$ cat src/rtl/spr_pkg.sv
`default_nettype none
package spr_pkg;
  localparam int DATA_W = 32;
  localparam int ADDR_W = 12;
  localparam int LVL_W  = 4;

  // Offsets inside the shared serial block's window
  localparam logic [ADDR_W-1:0] OFF_SETUP   = 12'h400;
  localparam logic [ADDR_W-1:0] OFF_TIMING  = 12'h404;
  localparam logic [ADDR_W-1:0] OFF_FLAGS   = 12'h408;
  localparam logic [ADDR_W-1:0] OFF_ARM     = 12'h40c;
  localparam logic [ADDR_W-1:0] OFF_DISARM  = 12'h410;
  localparam logic [ADDR_W-1:0] OFF_SCALER  = 12'h424;
  localparam logic [ADDR_W-1:0] OFF_PEND    = 12'h428;
  localparam logic [ADDR_W-1:0] OFF_QSETUP  = 12'he00;
  localparam logic [ADDR_W-1:0] OFF_QCOND   = 12'he04;
  localparam logic [ADDR_W-1:0] OFF_QTHR    = 12'he08;
  localparam logic [ADDR_W-1:0] OFF_QARM    = 12'he10;
  localparam logic [ADDR_W-1:0] OFF_QDISARM = 12'he14;
  localparam logic [ADDR_W-1:0] OFF_QPEND   = 12'he18;
  localparam logic [ADDR_W-1:0] OFF_PUSH    = 12'he20;
  localparam logic [ADDR_W-1:0] OFF_POP     = 12'he30;
  localparam logic [ADDR_W-1:0] OFF_PEEK    = 12'he40;
  localparam logic [ADDR_W-1:0] OFF_SIG     = 12'hffc;

  // Implemented bits and reset values
  localparam logic [DATA_W-1:0] SETUP_IMPL  = 32'h0000_0fbd;
  localparam logic [DATA_W-1:0] SETUP_RST   = 32'h0000_0000;
  localparam logic [DATA_W-1:0] TIMING_IMPL = 32'h0000_ffff;
  localparam logic [DATA_W-1:0] SCALER_IMPL = 32'h0000_ffff;
  localparam logic [DATA_W-1:0] FLAGS_RST   = 32'h0000_0100;
  localparam logic [DATA_W-1:0] QCOND_RST   = 32'h0000_0030;
  localparam logic [DATA_W-1:0] QTHR_IMPL   = 32'h000f_0f03;
  localparam logic [8:0]        SPI_IRQ_IMPL = 9'h120;

  // Field positions
  localparam int SET_EN     = 0;
  localparam int FL_DONE    = 5;
  localparam int FL_IDLE    = 8;
  localparam int QS_TXON    = 0;
  localparam int QS_RXON    = 1;
  localparam int QS_TXFLUSH = 16;
  localparam int QS_RXFLUSH = 17;
  localparam int QC_TXERR   = 0;
  localparam int QC_RXERR   = 1;
  localparam int QC_PERINT  = 3;
  localparam int QC_TXEMPTY = 4;
  localparam int QC_TXNFULL = 5;
  localparam int QC_RXNEMPT = 6;
  localparam int QC_RXFULL  = 7;
  localparam int QC_TXLVL   = 8;
  localparam int QC_RXLVL   = 16;
  localparam int QT_TXENA   = 0;
  localparam int QT_RXENA   = 1;
  localparam int QT_TXLVL   = 8;
  localparam int QT_RXLVL   = 16;
  localparam int QI_TXERR   = 0;
  localparam int QI_RXERR   = 1;
  localparam int QI_TXLVL   = 2;
  localparam int QI_RXLVL   = 3;
endpackage
`default_nettype wire

$ cat src/rtl/spr_queue_mem.sv
`timescale 1ns/100ps
`default_nettype none
module spr_queue_mem #(
  parameter int WIDTH = 32,
  parameter int DEPTH = 8,
  parameter int AW    = $clog2(DEPTH)
) (
  input  wire logic             pclk,
  input  wire logic             presetn,
  input  wire logic             we,
  input  wire logic [AW-1:0]    waddr,
  input  wire logic [WIDTH-1:0] wdata,
  input  wire logic [AW-1:0]    raddr,
  output var  logic [WIDTH-1:0] rdata
);
  typedef struct packed {
    logic [DEPTH-1:0][WIDTH-1:0] mem;
    logic [WIDTH-1:0]            rdata;
  } spr_mem_state_t;

  spr_mem_state_t m_q;
  spr_mem_state_t m_d;

  // Same-cycle write to the read address is passed straight through
  always_comb begin
    m_d = m_q;
    if (we) begin
      m_d.mem[waddr] = wdata;
    end
    m_d.rdata = (we && (waddr == raddr)) ? wdata : m_q.mem[raddr];
  end

  always_ff @(posedge pclk or negedge presetn) begin
    if (!presetn) begin
      m_q <= '0;
    end else begin
      m_q <= m_d;
    end
  end

  assign rdata = m_q.rdata;
endmodule
`default_nettype wire

$ cat src/rtl/spr_regbank.sv
`timescale 1ns/100ps
`default_nettype none
// Overview of operation
// Offsets decode from the low address bits, relative to the shared window base.
// Reset values cover implemented bits; reserved bits read zero.
// Transfer flags at 0x408 reset to 0x100; done flag clears on write one.
// Arm register reads the full mask; writing ones sets mask bits.
// Disarm register is write-only; writing ones clears mask bits.
// Peek port returns receive queue head without popping it.
// Threshold register levels decide when queue level interrupts are raised.
// Queue setup holds transmit and receive queue enables; resets to zero.
// Signature register is read-only and also drives the shared identification output.
// Queue condition register resets to 0x30.
// Setup enable clear holds the engine disabled and idle.
// Software disables queues, programs setup, re-enables queues, then sets enable.
// Each pending interrupt bit is its condition ANDed with its arm bit.
module spr_regbank #(
  parameter int          DEPTH     = 8,
  parameter logic [31:0] SIGNATURE = 32'h0000_5a01  // Arbitrary value
) (
  input  wire logic                      pclk,
  input  wire logic                      presetn,
  input  wire logic                      psel,
  input  wire logic                      penable,
  input  wire logic                      pwrite,
  input  wire logic [31:0]               paddr,
  input  wire logic [spr_pkg::DATA_W-1:0] pwdata,
  output var  logic [spr_pkg::DATA_W-1:0] prdata,
  output var  logic                      pready,
  output var  logic                      pslverr,
  output var  logic                      tx_valid,
  output var  logic [spr_pkg::DATA_W-1:0] tx_data,
  input  wire logic                      tx_ready,
  input  wire logic                      rx_valid,
  input  wire logic [spr_pkg::DATA_W-1:0] rx_data,
  output var  logic                      rx_ready,
  input  wire logic                      xfer_done,
  input  wire logic                      engine_busy,
  output var  logic                      engine_enable,
  output var  logic [11:0]               cfg_setup,
  output var  logic [15:0]               cfg_timing,
  output var  logic [15:0]               cfg_scaler,
  output var  logic [spr_pkg::DATA_W-1:0] sig_for_shared_id,
  output var  logic                      irq
);
  import spr_pkg::*;

  localparam int AW = $clog2(DEPTH);
  localparam int CW = $clog2(DEPTH + 1);

  typedef struct packed {
    logic [11:0]   setup;
    logic [15:0]   timing;
    logic [15:0]   scaler;
    logic          done;
    logic          idle;
    logic [8:0]    arm;
    logic          tx_on;
    logic          rx_on;
    logic [19:0]   thr;
    logic          txerr;
    logic          rxerr;
    logic [3:0]    qarm;
    logic [AW-1:0] th;
    logic [AW-1:0] tt;
    logic [CW-1:0] tc;
    logic [AW-1:0] rh;
    logic [AW-1:0] rt;
    logic [CW-1:0] rc;
    logic [31:0]   rdata;
    logic          slverr;
  } spr_state_t;

  localparam spr_state_t ST_RST = '{idle: FLAGS_RST[FL_IDLE], default: '0};

  spr_state_t        s_q;
  spr_state_t        s_d;
  logic [ADDR_W-1:0] off;
  logic              setup_ph;
  logic              wr_acc;
  logic              rd_acc;
  logic              tx_full;
  logic              rx_full;
  logic              push;
  logic              pop;
  logic              tx_take;
  logic              rx_put;
  logic              tx_ovf;
  logic              rx_ovf;
  logic [8:0]        spi_flags;
  logic [8:0]        spi_pend;
  logic [3:0]        qraw;
  logic [3:0]        qpend;
  logic [31:0]       qcond;
  logic [31:0]       rdv;
  logic              hit;
  logic              done_clr;
  logic              txerr_clr;
  logic              rxerr_clr;
  logic [31:0]       tx_rdata;
  logic [31:0]       rx_rdata;

  function automatic logic [AW-1:0] nxt(input logic [AW-1:0] p);
    return (p == AW'(DEPTH - 1)) ? '0 : p + 1'b1;
  endfunction

  function automatic logic is_wr(input logic acc, input logic [ADDR_W-1:0] a, input logic [ADDR_W-1:0] o);
    return acc && (a == o);
  endfunction

  assign off      = paddr[ADDR_W-1:0];
  assign setup_ph = psel & ~penable;
  assign wr_acc   = psel & penable & pwrite;
  assign rd_acc   = psel & penable & ~pwrite;
  assign tx_full  = (s_q.tc == CW'(DEPTH));
  assign rx_full  = (s_q.rc == CW'(DEPTH));

  assign engine_enable = s_q.setup[SET_EN];
  assign tx_valid      = engine_enable & s_q.tx_on & (s_q.tc != '0);
  assign rx_ready      = engine_enable & s_q.rx_on & ~rx_full;
  assign tx_take       = tx_valid & tx_ready;
  assign rx_put        = rx_valid & rx_ready;
  assign rx_ovf        = rx_valid & engine_enable & s_q.rx_on & rx_full;
  assign push          = is_wr(wr_acc, off, OFF_PUSH) & s_q.tx_on & ~tx_full;
  assign tx_ovf        = is_wr(wr_acc, off, OFF_PUSH) & tx_full;
  assign pop           = is_wr(rd_acc, off, OFF_POP) & (s_q.rc != '0);

  always_comb begin
    s_d = s_q;
    spi_flags = '0;
    spi_flags[FL_DONE] = s_q.done;
    spi_flags[FL_IDLE] = s_q.idle;
    spi_pend = spi_flags & s_q.arm;
    qraw = '0;
    qraw[QI_TXERR] = s_q.txerr;
    qraw[QI_RXERR] = s_q.rxerr;
    qraw[QI_TXLVL] = s_q.thr[QT_TXENA] && (32'(s_q.tc) <= 32'(s_q.thr[QT_TXLVL +: LVL_W]));
    qraw[QI_RXLVL] = s_q.thr[QT_RXENA] && (32'(s_q.rc) > 32'(s_q.thr[QT_RXLVL +: LVL_W]));
    qpend = qraw & s_q.qarm;
    qcond = '0;
    qcond[QC_TXERR]   = s_q.txerr;
    qcond[QC_RXERR]   = s_q.rxerr;
    qcond[QC_PERINT]  = |spi_pend;
    qcond[QC_TXEMPTY] = (s_q.tc == '0);
    qcond[QC_TXNFULL] = ~tx_full;
    qcond[QC_RXNEMPT] = (s_q.rc != '0);
    qcond[QC_RXFULL]  = rx_full;
    qcond[QC_TXLVL +: 5] = 5'(s_q.tc);
    qcond[QC_RXLVL +: 5] = 5'(s_q.rc);

    rdv = '0;
    hit = 1'b1;
    case (off)
      OFF_SETUP:   rdv = 32'(s_q.setup);
      OFF_TIMING:  rdv = 32'(s_q.timing);
      OFF_FLAGS:   rdv = 32'(spi_flags);
      OFF_ARM:     rdv = 32'(s_q.arm);
      OFF_DISARM:  rdv = '0;
      OFF_SCALER:  rdv = 32'(s_q.scaler);
      OFF_PEND:    rdv = 32'(spi_pend);
      OFF_QSETUP: begin
        rdv[QS_TXON] = s_q.tx_on;
        rdv[QS_RXON] = s_q.rx_on;
      end
      OFF_QCOND:   rdv = qcond;
      OFF_QTHR:    rdv = 32'(s_q.thr);
      OFF_QARM:    rdv = 32'(s_q.qarm);
      OFF_QDISARM: rdv = 32'(s_q.qarm);
      OFF_QPEND:   rdv = 32'(qpend);
      OFF_PUSH:    rdv = '0;
      OFF_POP:     rdv = rx_rdata;
      OFF_PEEK:    rdv = rx_rdata;
      OFF_SIG:     rdv = SIGNATURE;
      default:     hit = 1'b0;
    endcase
    // Read data is captured in the setup phase and shown in the access phase
    if (setup_ph) begin
      s_d.rdata  = rdv;
      s_d.slverr = ~hit;
    end

    if (wr_acc) begin
      case (off)
        OFF_SETUP:   s_d.setup  = 12'(pwdata & SETUP_IMPL);
        OFF_TIMING:  s_d.timing = 16'(pwdata & TIMING_IMPL);
        OFF_SCALER:  s_d.scaler = 16'(pwdata & SCALER_IMPL);
        OFF_ARM:     s_d.arm    = s_q.arm | (9'(pwdata) & SPI_IRQ_IMPL);
        OFF_DISARM:  s_d.arm    = s_q.arm & ~9'(pwdata);
        OFF_QSETUP: begin
          s_d.tx_on = pwdata[QS_TXON];
          s_d.rx_on = pwdata[QS_RXON];
        end
        OFF_QTHR:    s_d.thr  = 20'(pwdata & QTHR_IMPL);
        OFF_QARM:    s_d.qarm = s_q.qarm | 4'(pwdata);
        OFF_QDISARM: s_d.qarm = s_q.qarm & ~4'(pwdata);
        default: ;
      endcase
    end

    // Sticky flags: a read or a written one clears them, a new event wins
    done_clr  = is_wr(rd_acc, off, OFF_FLAGS) | (is_wr(wr_acc, off, OFF_FLAGS) & pwdata[FL_DONE]);
    txerr_clr = is_wr(rd_acc, off, OFF_QCOND) | (is_wr(wr_acc, off, OFF_QCOND) & pwdata[QC_TXERR]);
    rxerr_clr = is_wr(rd_acc, off, OFF_QCOND) | (is_wr(wr_acc, off, OFF_QCOND) & pwdata[QC_RXERR]);
    s_d.done  = xfer_done | (s_q.done & ~done_clr);
    s_d.txerr = tx_ovf | (s_q.txerr & ~txerr_clr);
    s_d.rxerr = rx_ovf | (s_q.rxerr & ~rxerr_clr);
    s_d.idle  = ~engine_busy;

    if (push) begin
      s_d.tt = nxt(s_q.tt);
    end
    if (tx_take) begin
      s_d.th = nxt(s_q.th);
    end
    s_d.tc = s_q.tc + CW'(push) - CW'(tx_take);
    if (rx_put) begin
      s_d.rt = nxt(s_q.rt);
    end
    if (pop) begin
      s_d.rh = nxt(s_q.rh);
    end
    s_d.rc = s_q.rc + CW'(rx_put) - CW'(pop);

    // Flush bits act once and are not stored
    if (is_wr(wr_acc, off, OFF_QSETUP) && pwdata[QS_TXFLUSH]) begin
      s_d.th = '0;
      s_d.tt = '0;
      s_d.tc = '0;
    end
    if (is_wr(wr_acc, off, OFF_QSETUP) && pwdata[QS_RXFLUSH]) begin
      s_d.rh = '0;
      s_d.rt = '0;
      s_d.rc = '0;
    end
  end

  always_ff @(posedge pclk or negedge presetn) begin
    if (!presetn) begin
      s_q <= ST_RST;
    end else begin
      s_q <= s_d;
    end
  end

  spr_queue_mem #(
    .WIDTH (DATA_W),
    .DEPTH (DEPTH),
    .AW    (AW)
  ) u_tx_mem (
    .pclk    (pclk),
    .presetn (presetn),
    .we      (push),
    .waddr   (s_q.tt),
    .wdata   (pwdata),
    .raddr   (s_d.th),
    .rdata   (tx_rdata)
  );

  spr_queue_mem #(
    .WIDTH (DATA_W),
    .DEPTH (DEPTH),
    .AW    (AW)
  ) u_rx_mem (
    .pclk    (pclk),
    .presetn (presetn),
    .we      (rx_put),
    .waddr   (s_q.rt),
    .wdata   (rx_data),
    .raddr   (s_d.rh),
    .rdata   (rx_rdata)
  );

  assign pready            = psel & penable;
  assign prdata            = s_q.rdata;
  assign pslverr           = psel & penable & s_q.slverr;
  assign tx_data           = tx_rdata;
  assign cfg_setup         = s_q.setup;
  assign cfg_timing        = s_q.timing;
  assign cfg_scaler        = s_q.scaler;
  assign sig_for_shared_id = SIGNATURE;
  assign irq               = (|spi_pend) | (|qpend);
endmodule
`default_nettype wire

$ cat config.mk
export PLATFORM = sky130hd
export DESIGN_NAME = spr_regbank
export DESIGN_NICKNAME = d
export VERILOG_FILES = /design/src/rtl/spr_pkg.sv /design/src/rtl/spr_queue_mem.sv /design/src/rtl/spr_regbank.sv
export SDC_FILE = /design/constraint.sdc
export NUM_CORES = 1
export LEC_CHECK = 0
export ABC_AREA = 0
export ABC_CLOCK_PERIOD_IN_PS = 3700
export BUFFER_PORTS_ARGS = -buffer_cell sky130_fd_sc_hd__buf_2
export CAP_MARGIN = 15
export CELL_PAD_IN_SITES_DETAIL_PLACEMENT = 1
export CELL_PAD_IN_SITES_GLOBAL_PLACEMENT = 2
export CORE_ASPECT_RATIO = 0.5
export CORE_MARGIN = 3
export CORE_UTILIZATION = 41
export DETAILED_ROUTE_END_ITERATION = 10
export HOLD_SLACK_MARGIN = 0.08
export PLACE_DENSITY_LB_ADDON = 0.1
export RECOVER_POWER = 50
export SYNTH_ARGS = -nofsm -noshare
export SYNTH_HDL_FRONTEND = slang
export SYNTH_SLANG_ARGS = --single-unit
$ cat constraint.sdc
create_clock -name pclk -period 3.7 [get_ports pclk]
set_input_delay 0 -clock pclk [delete_from_list [all_inputs] [get_ports pclk]]
set_output_delay 0 -clock pclk [all_outputs]
set_load 0.05 [all_outputs]
==> flow_summary_export.csv <==
group,metric,value,unit
run_status,status,"finished with violations",
run_status,violations,"capacitance limit, slew limit",
worst_setup_path,required,4.21,ns
synthesis,synth_top_area_share,49.95,%
floorplan,die_w,419.3,µm
sta,period_needed,3.513,ns
worst_setup_path,cp-endpoint,"u_rx_mem.rdata[18]",
route,drtIter0Drc,1617,
synthesis,syn_inst,3137,
sta,setup_viol,0,
sta,skew,0.02704,ns
placement,post-place-ws,0.4313,ns
floorplan,die_y,212.7,µm
worst_setup_path,r2r_end,"u_rx_mem.rdata[18]",
worst_setup_path,endpoint_kind,"flop",
pwr,p_leak,19.33,nW
final_layout,layout.cells.most_common,"dfrtp_1",
synthesis,async_flop_share,100.0,%
final_layout,mostFrequentLayoutCells,"698 x dfrtp_1, 583 x mux2_2, 174 x o21ai_0, 163 x nand2_1, 158 x a21oi_1",
floorplan,core_area,0.08427,mm²
final_layout,syn_to_final_growth,13.55,%
final_layout,drive_above_1_share,28.79,%
sta,relSlewSlack,-111.8,%
route,drt_pass1_iterations,5,
sta,tightest_slew,3.177,ns
pwr,intPower,11.95,mW
sta,finalMaxSlewViolations,26,
placement,port_buffers,196,
global_route,grt_use_total,24.25,%
clock_tree,cts.path.max_buffers,3,
worst_hold_path,hp-class,"primary input to flop",
route,routedWlPerCell,24.57,µm
final_layout,final_util,47.19,%
final_layout,fin_cells,4403,
worst_setup_path,critPathMaxFanout,43,
synthesis,ys_seq_area_share,50.03,%
flow_run,maxCapViolCount,1,
synthesis,synth_seq_cells,700,
synthesis,yosysUniqueCellTypes,69,
pwr,swShare,23.74,%
sta,finalCritPeriodShare,94.94,%
global_route,grt.busiest_layer,"met2",
pwr,clock_power_share,45.8,%
final_layout,fillers,8926,
worst_setup_path,crit_path_start,"paddr[2]",
route,route.final.wire_length,108200,µm
synthesis,synth_area_leaders,"dfrtp_1 50%, mux2_2 19%, buf_4 3.0%, o21ai_0 2.5%, a21oi_1 2.3%",
route,vias,25448,
synthesis,yosysTopAreaCell,"dfrtp_1",
global_route,grtUsageMet3,3.260,%
placement,dpl.hpwl,63540,µm
floorplan,initial_core_util,41.55,%
route,antenna_left,0,
global_route,grt_util_met2,40.46,%
worst_setup_path,critPathLaunchType,"primary input",
placement,dp.cells,4182,
worst_setup_path,worstRegToRegCells,11,
global_route,gr-total-overflow,0,
synthesis,synth.cell_area,0.03502,mm²
synthesis,synth_edf_count,0,
floorplan,ioPinCount,251,
route,post_drt_via_cell_ratio,5.780,
floorplan,rows,75,
synthesis,synth_warnings,0,
global_route,grt_pass1_vias,26639,
worst_setup_path,cp_data_arrival_time,4.02,ns
worst_setup_path,crit_type,"primary input to flop",
worst_setup_path,reg2reg_slack,0.40,ns
clock_tree,clkTransAtPathRegs,0.06,ns
pwr,p_total,15.67,mW
pwr,power_frac_seq,49.2,%
pwr,peakVddDrop,0.2516,mV
clock_tree,clock_sink_count,700,
global_route,grt_max_degree,89,
sta,grt_setup_unrepaired,"no",
clock_tree,cts_hold_buf,98,
clock_tree,numCtsBuffers,69,
clock_tree,clock_latency,0.65,ns
clock_tree,post_cts_resized,0,
pwr,power_frac_comb,5.0,%
placement,place_congestion,0.8014,
clock_tree,postCtsSetupBuffers,0,
synthesis,synth_ff_type,"dfrtp_1",
global_route,antenna_found_initial,0,
clock_tree,cts-root-buf,"clkbuf_16",
sta,fmax,284.7,MHz
pwr,power_density,394.0,mW/mm²
floorplan,fp.dieArea,0.08916,mm²
final_layout,nets,3370,
sta,setup_slack,0.1874,ns
synthesis,avgSynthCellArea,11.16,µm²
route,drc_errors,0,
global_route,grt_pass1_wl,166600,µm
pwr,p_sw,3.718,mW
clock_tree,cts_tree,"built",
global_route,use_met1,33.63,%
sta,timing.final.hold_violations,0,
worst_setup_path,regToRegStartpoint,"qcond[18]",
sta,setup_tns,0,ns
clock_tree,ctsHtreeMaxLevel,3,
[state kept, by name, indices dropped and copies added (netlist names), named ones only]
signal and cells:
u_rx_mem.m_q 256, u_tx_mem.m_q 256, s_q 34, prdata 32
u_rx_mem.rdata 32, u_tx_mem.rdata 32, cfg_scaler 16, cfg_timing 16
cfg_setup 10, qcond 10
[worst min path at each step]
| stage | slack (ns) | cells past startpoint | to | start |
|---|---|---|---|---|
| finish | 0.23 | 5 | s_q[42] | paddr[10] |
| global route | 0.23 | 5 | s_q[42] | paddr[10] |
| CTS | 0.19 | 5 | s_q[42] | paddr[10] |
| detailed placement | 0.13 | 1 | u_tx_mem.m_q[157] | presetn |
| global placement | 0.13 | 1 | u_tx_mem.m_q[157] | presetn |
| floorplan | -0.30 | 0 | asynchronous set/reset pin | presetn |
[Yosys cell counts (16+ instances only)]
library cell / n
a2bb2oi_1: 32
buf_4: 140
mux2_2: 583
nand3_1: 24
a211oi_1: 61
nor2_1: 138
buf_2: 33
o2111ai_1: 32
nand2_1: 164
clkbuf_1: 204
a32oi_1: 32
a22o_1: 35
nor3_1: 51
nand4_1: 47
a21oi_1: 162
inv_1: 95
and3_1: 99
dfrtp_1: 699
ha_1: 28
a22oi_1: 16
mux2i_1: 69
o21ai_0: 175
a31oi_1: 44
[layer usage]
layer  share of wire (%)  vias to the layer above
met5                   0                        -
met4                 2.1                        0
met3                 3.5                      141
met2                  48                      433
met1                  47                    13483
li1                    -                    11391
[stage by stage]
step | hold WS (ns) | area (µm²)
after floorplan | -0.2956 | 35140
after global placement | 0.1296 | 36660
after CTS | 0.1854 | 39880
after global routing | 0.2303 | 39760
after detailed placement | 0.1344 | 36660
final | 0.2299 | 39760
[power by group through the flow]
stage | registers, mW | clock network [mW] | logic (mW)
after global routing | 7.71 | 7.73 | 0.864
final | 7.71 | 7.17 | 0.780
after floorplan | 7.85 | 0 | 0.361
after CTS | 7.71 | 7.38 | 0.800
after detailed placement | 7.86 | 0 | 0.717
after global placement | 7.86 | 0 | 0.708
[cells by family (layout without fill, tap and decap cells)]
logic type                 after synthesis  after routing  synth area share (%)
DFF                                    700            700                 50.03
muxes                                  667            667                 21.20
AOI/OAI and AO/OA                      653            653                 12.09
and+or+nand+nor                        588            588                 8.490
buffers and inverters                  490            607                 6.878
adders and majority gates               30             30                 1.115
xor gates and xnor gates                 7              7                0.1751
other                                    2             35               0.02145
[final cells by class]
class                           instances  area, µm²  share of cell area (%)
Sequential cell                       700      17520                   44.06
Multi-Input combinational cell       1979      15390                   38.69
Timing Repair Buffer                  389       2870                   7.218
Clock buffer                          110       2116                   5.321
Tap cell                             1116       1396                   3.512
Inverter                               96      362.8                  0.9125
Clock inverter                         12      110.1                  0.2769
Antenna cell                            1      2.502                0.006293
[critical path, stage by stage]
cell and delay, ns:
dlygate4sd3_1 0.53, buf_2 0.26, nor4_2 0.08, dlygate4sd3_1 0.64
nand2_2 0.12, buf_4 0.57, nor2_1 0.27, o31ai_1 0.39
mux2_2 0.40, nand3_2 0.12, buf_12 0.22, mux2_2 0.37
(Power assumes the default switching activity.)
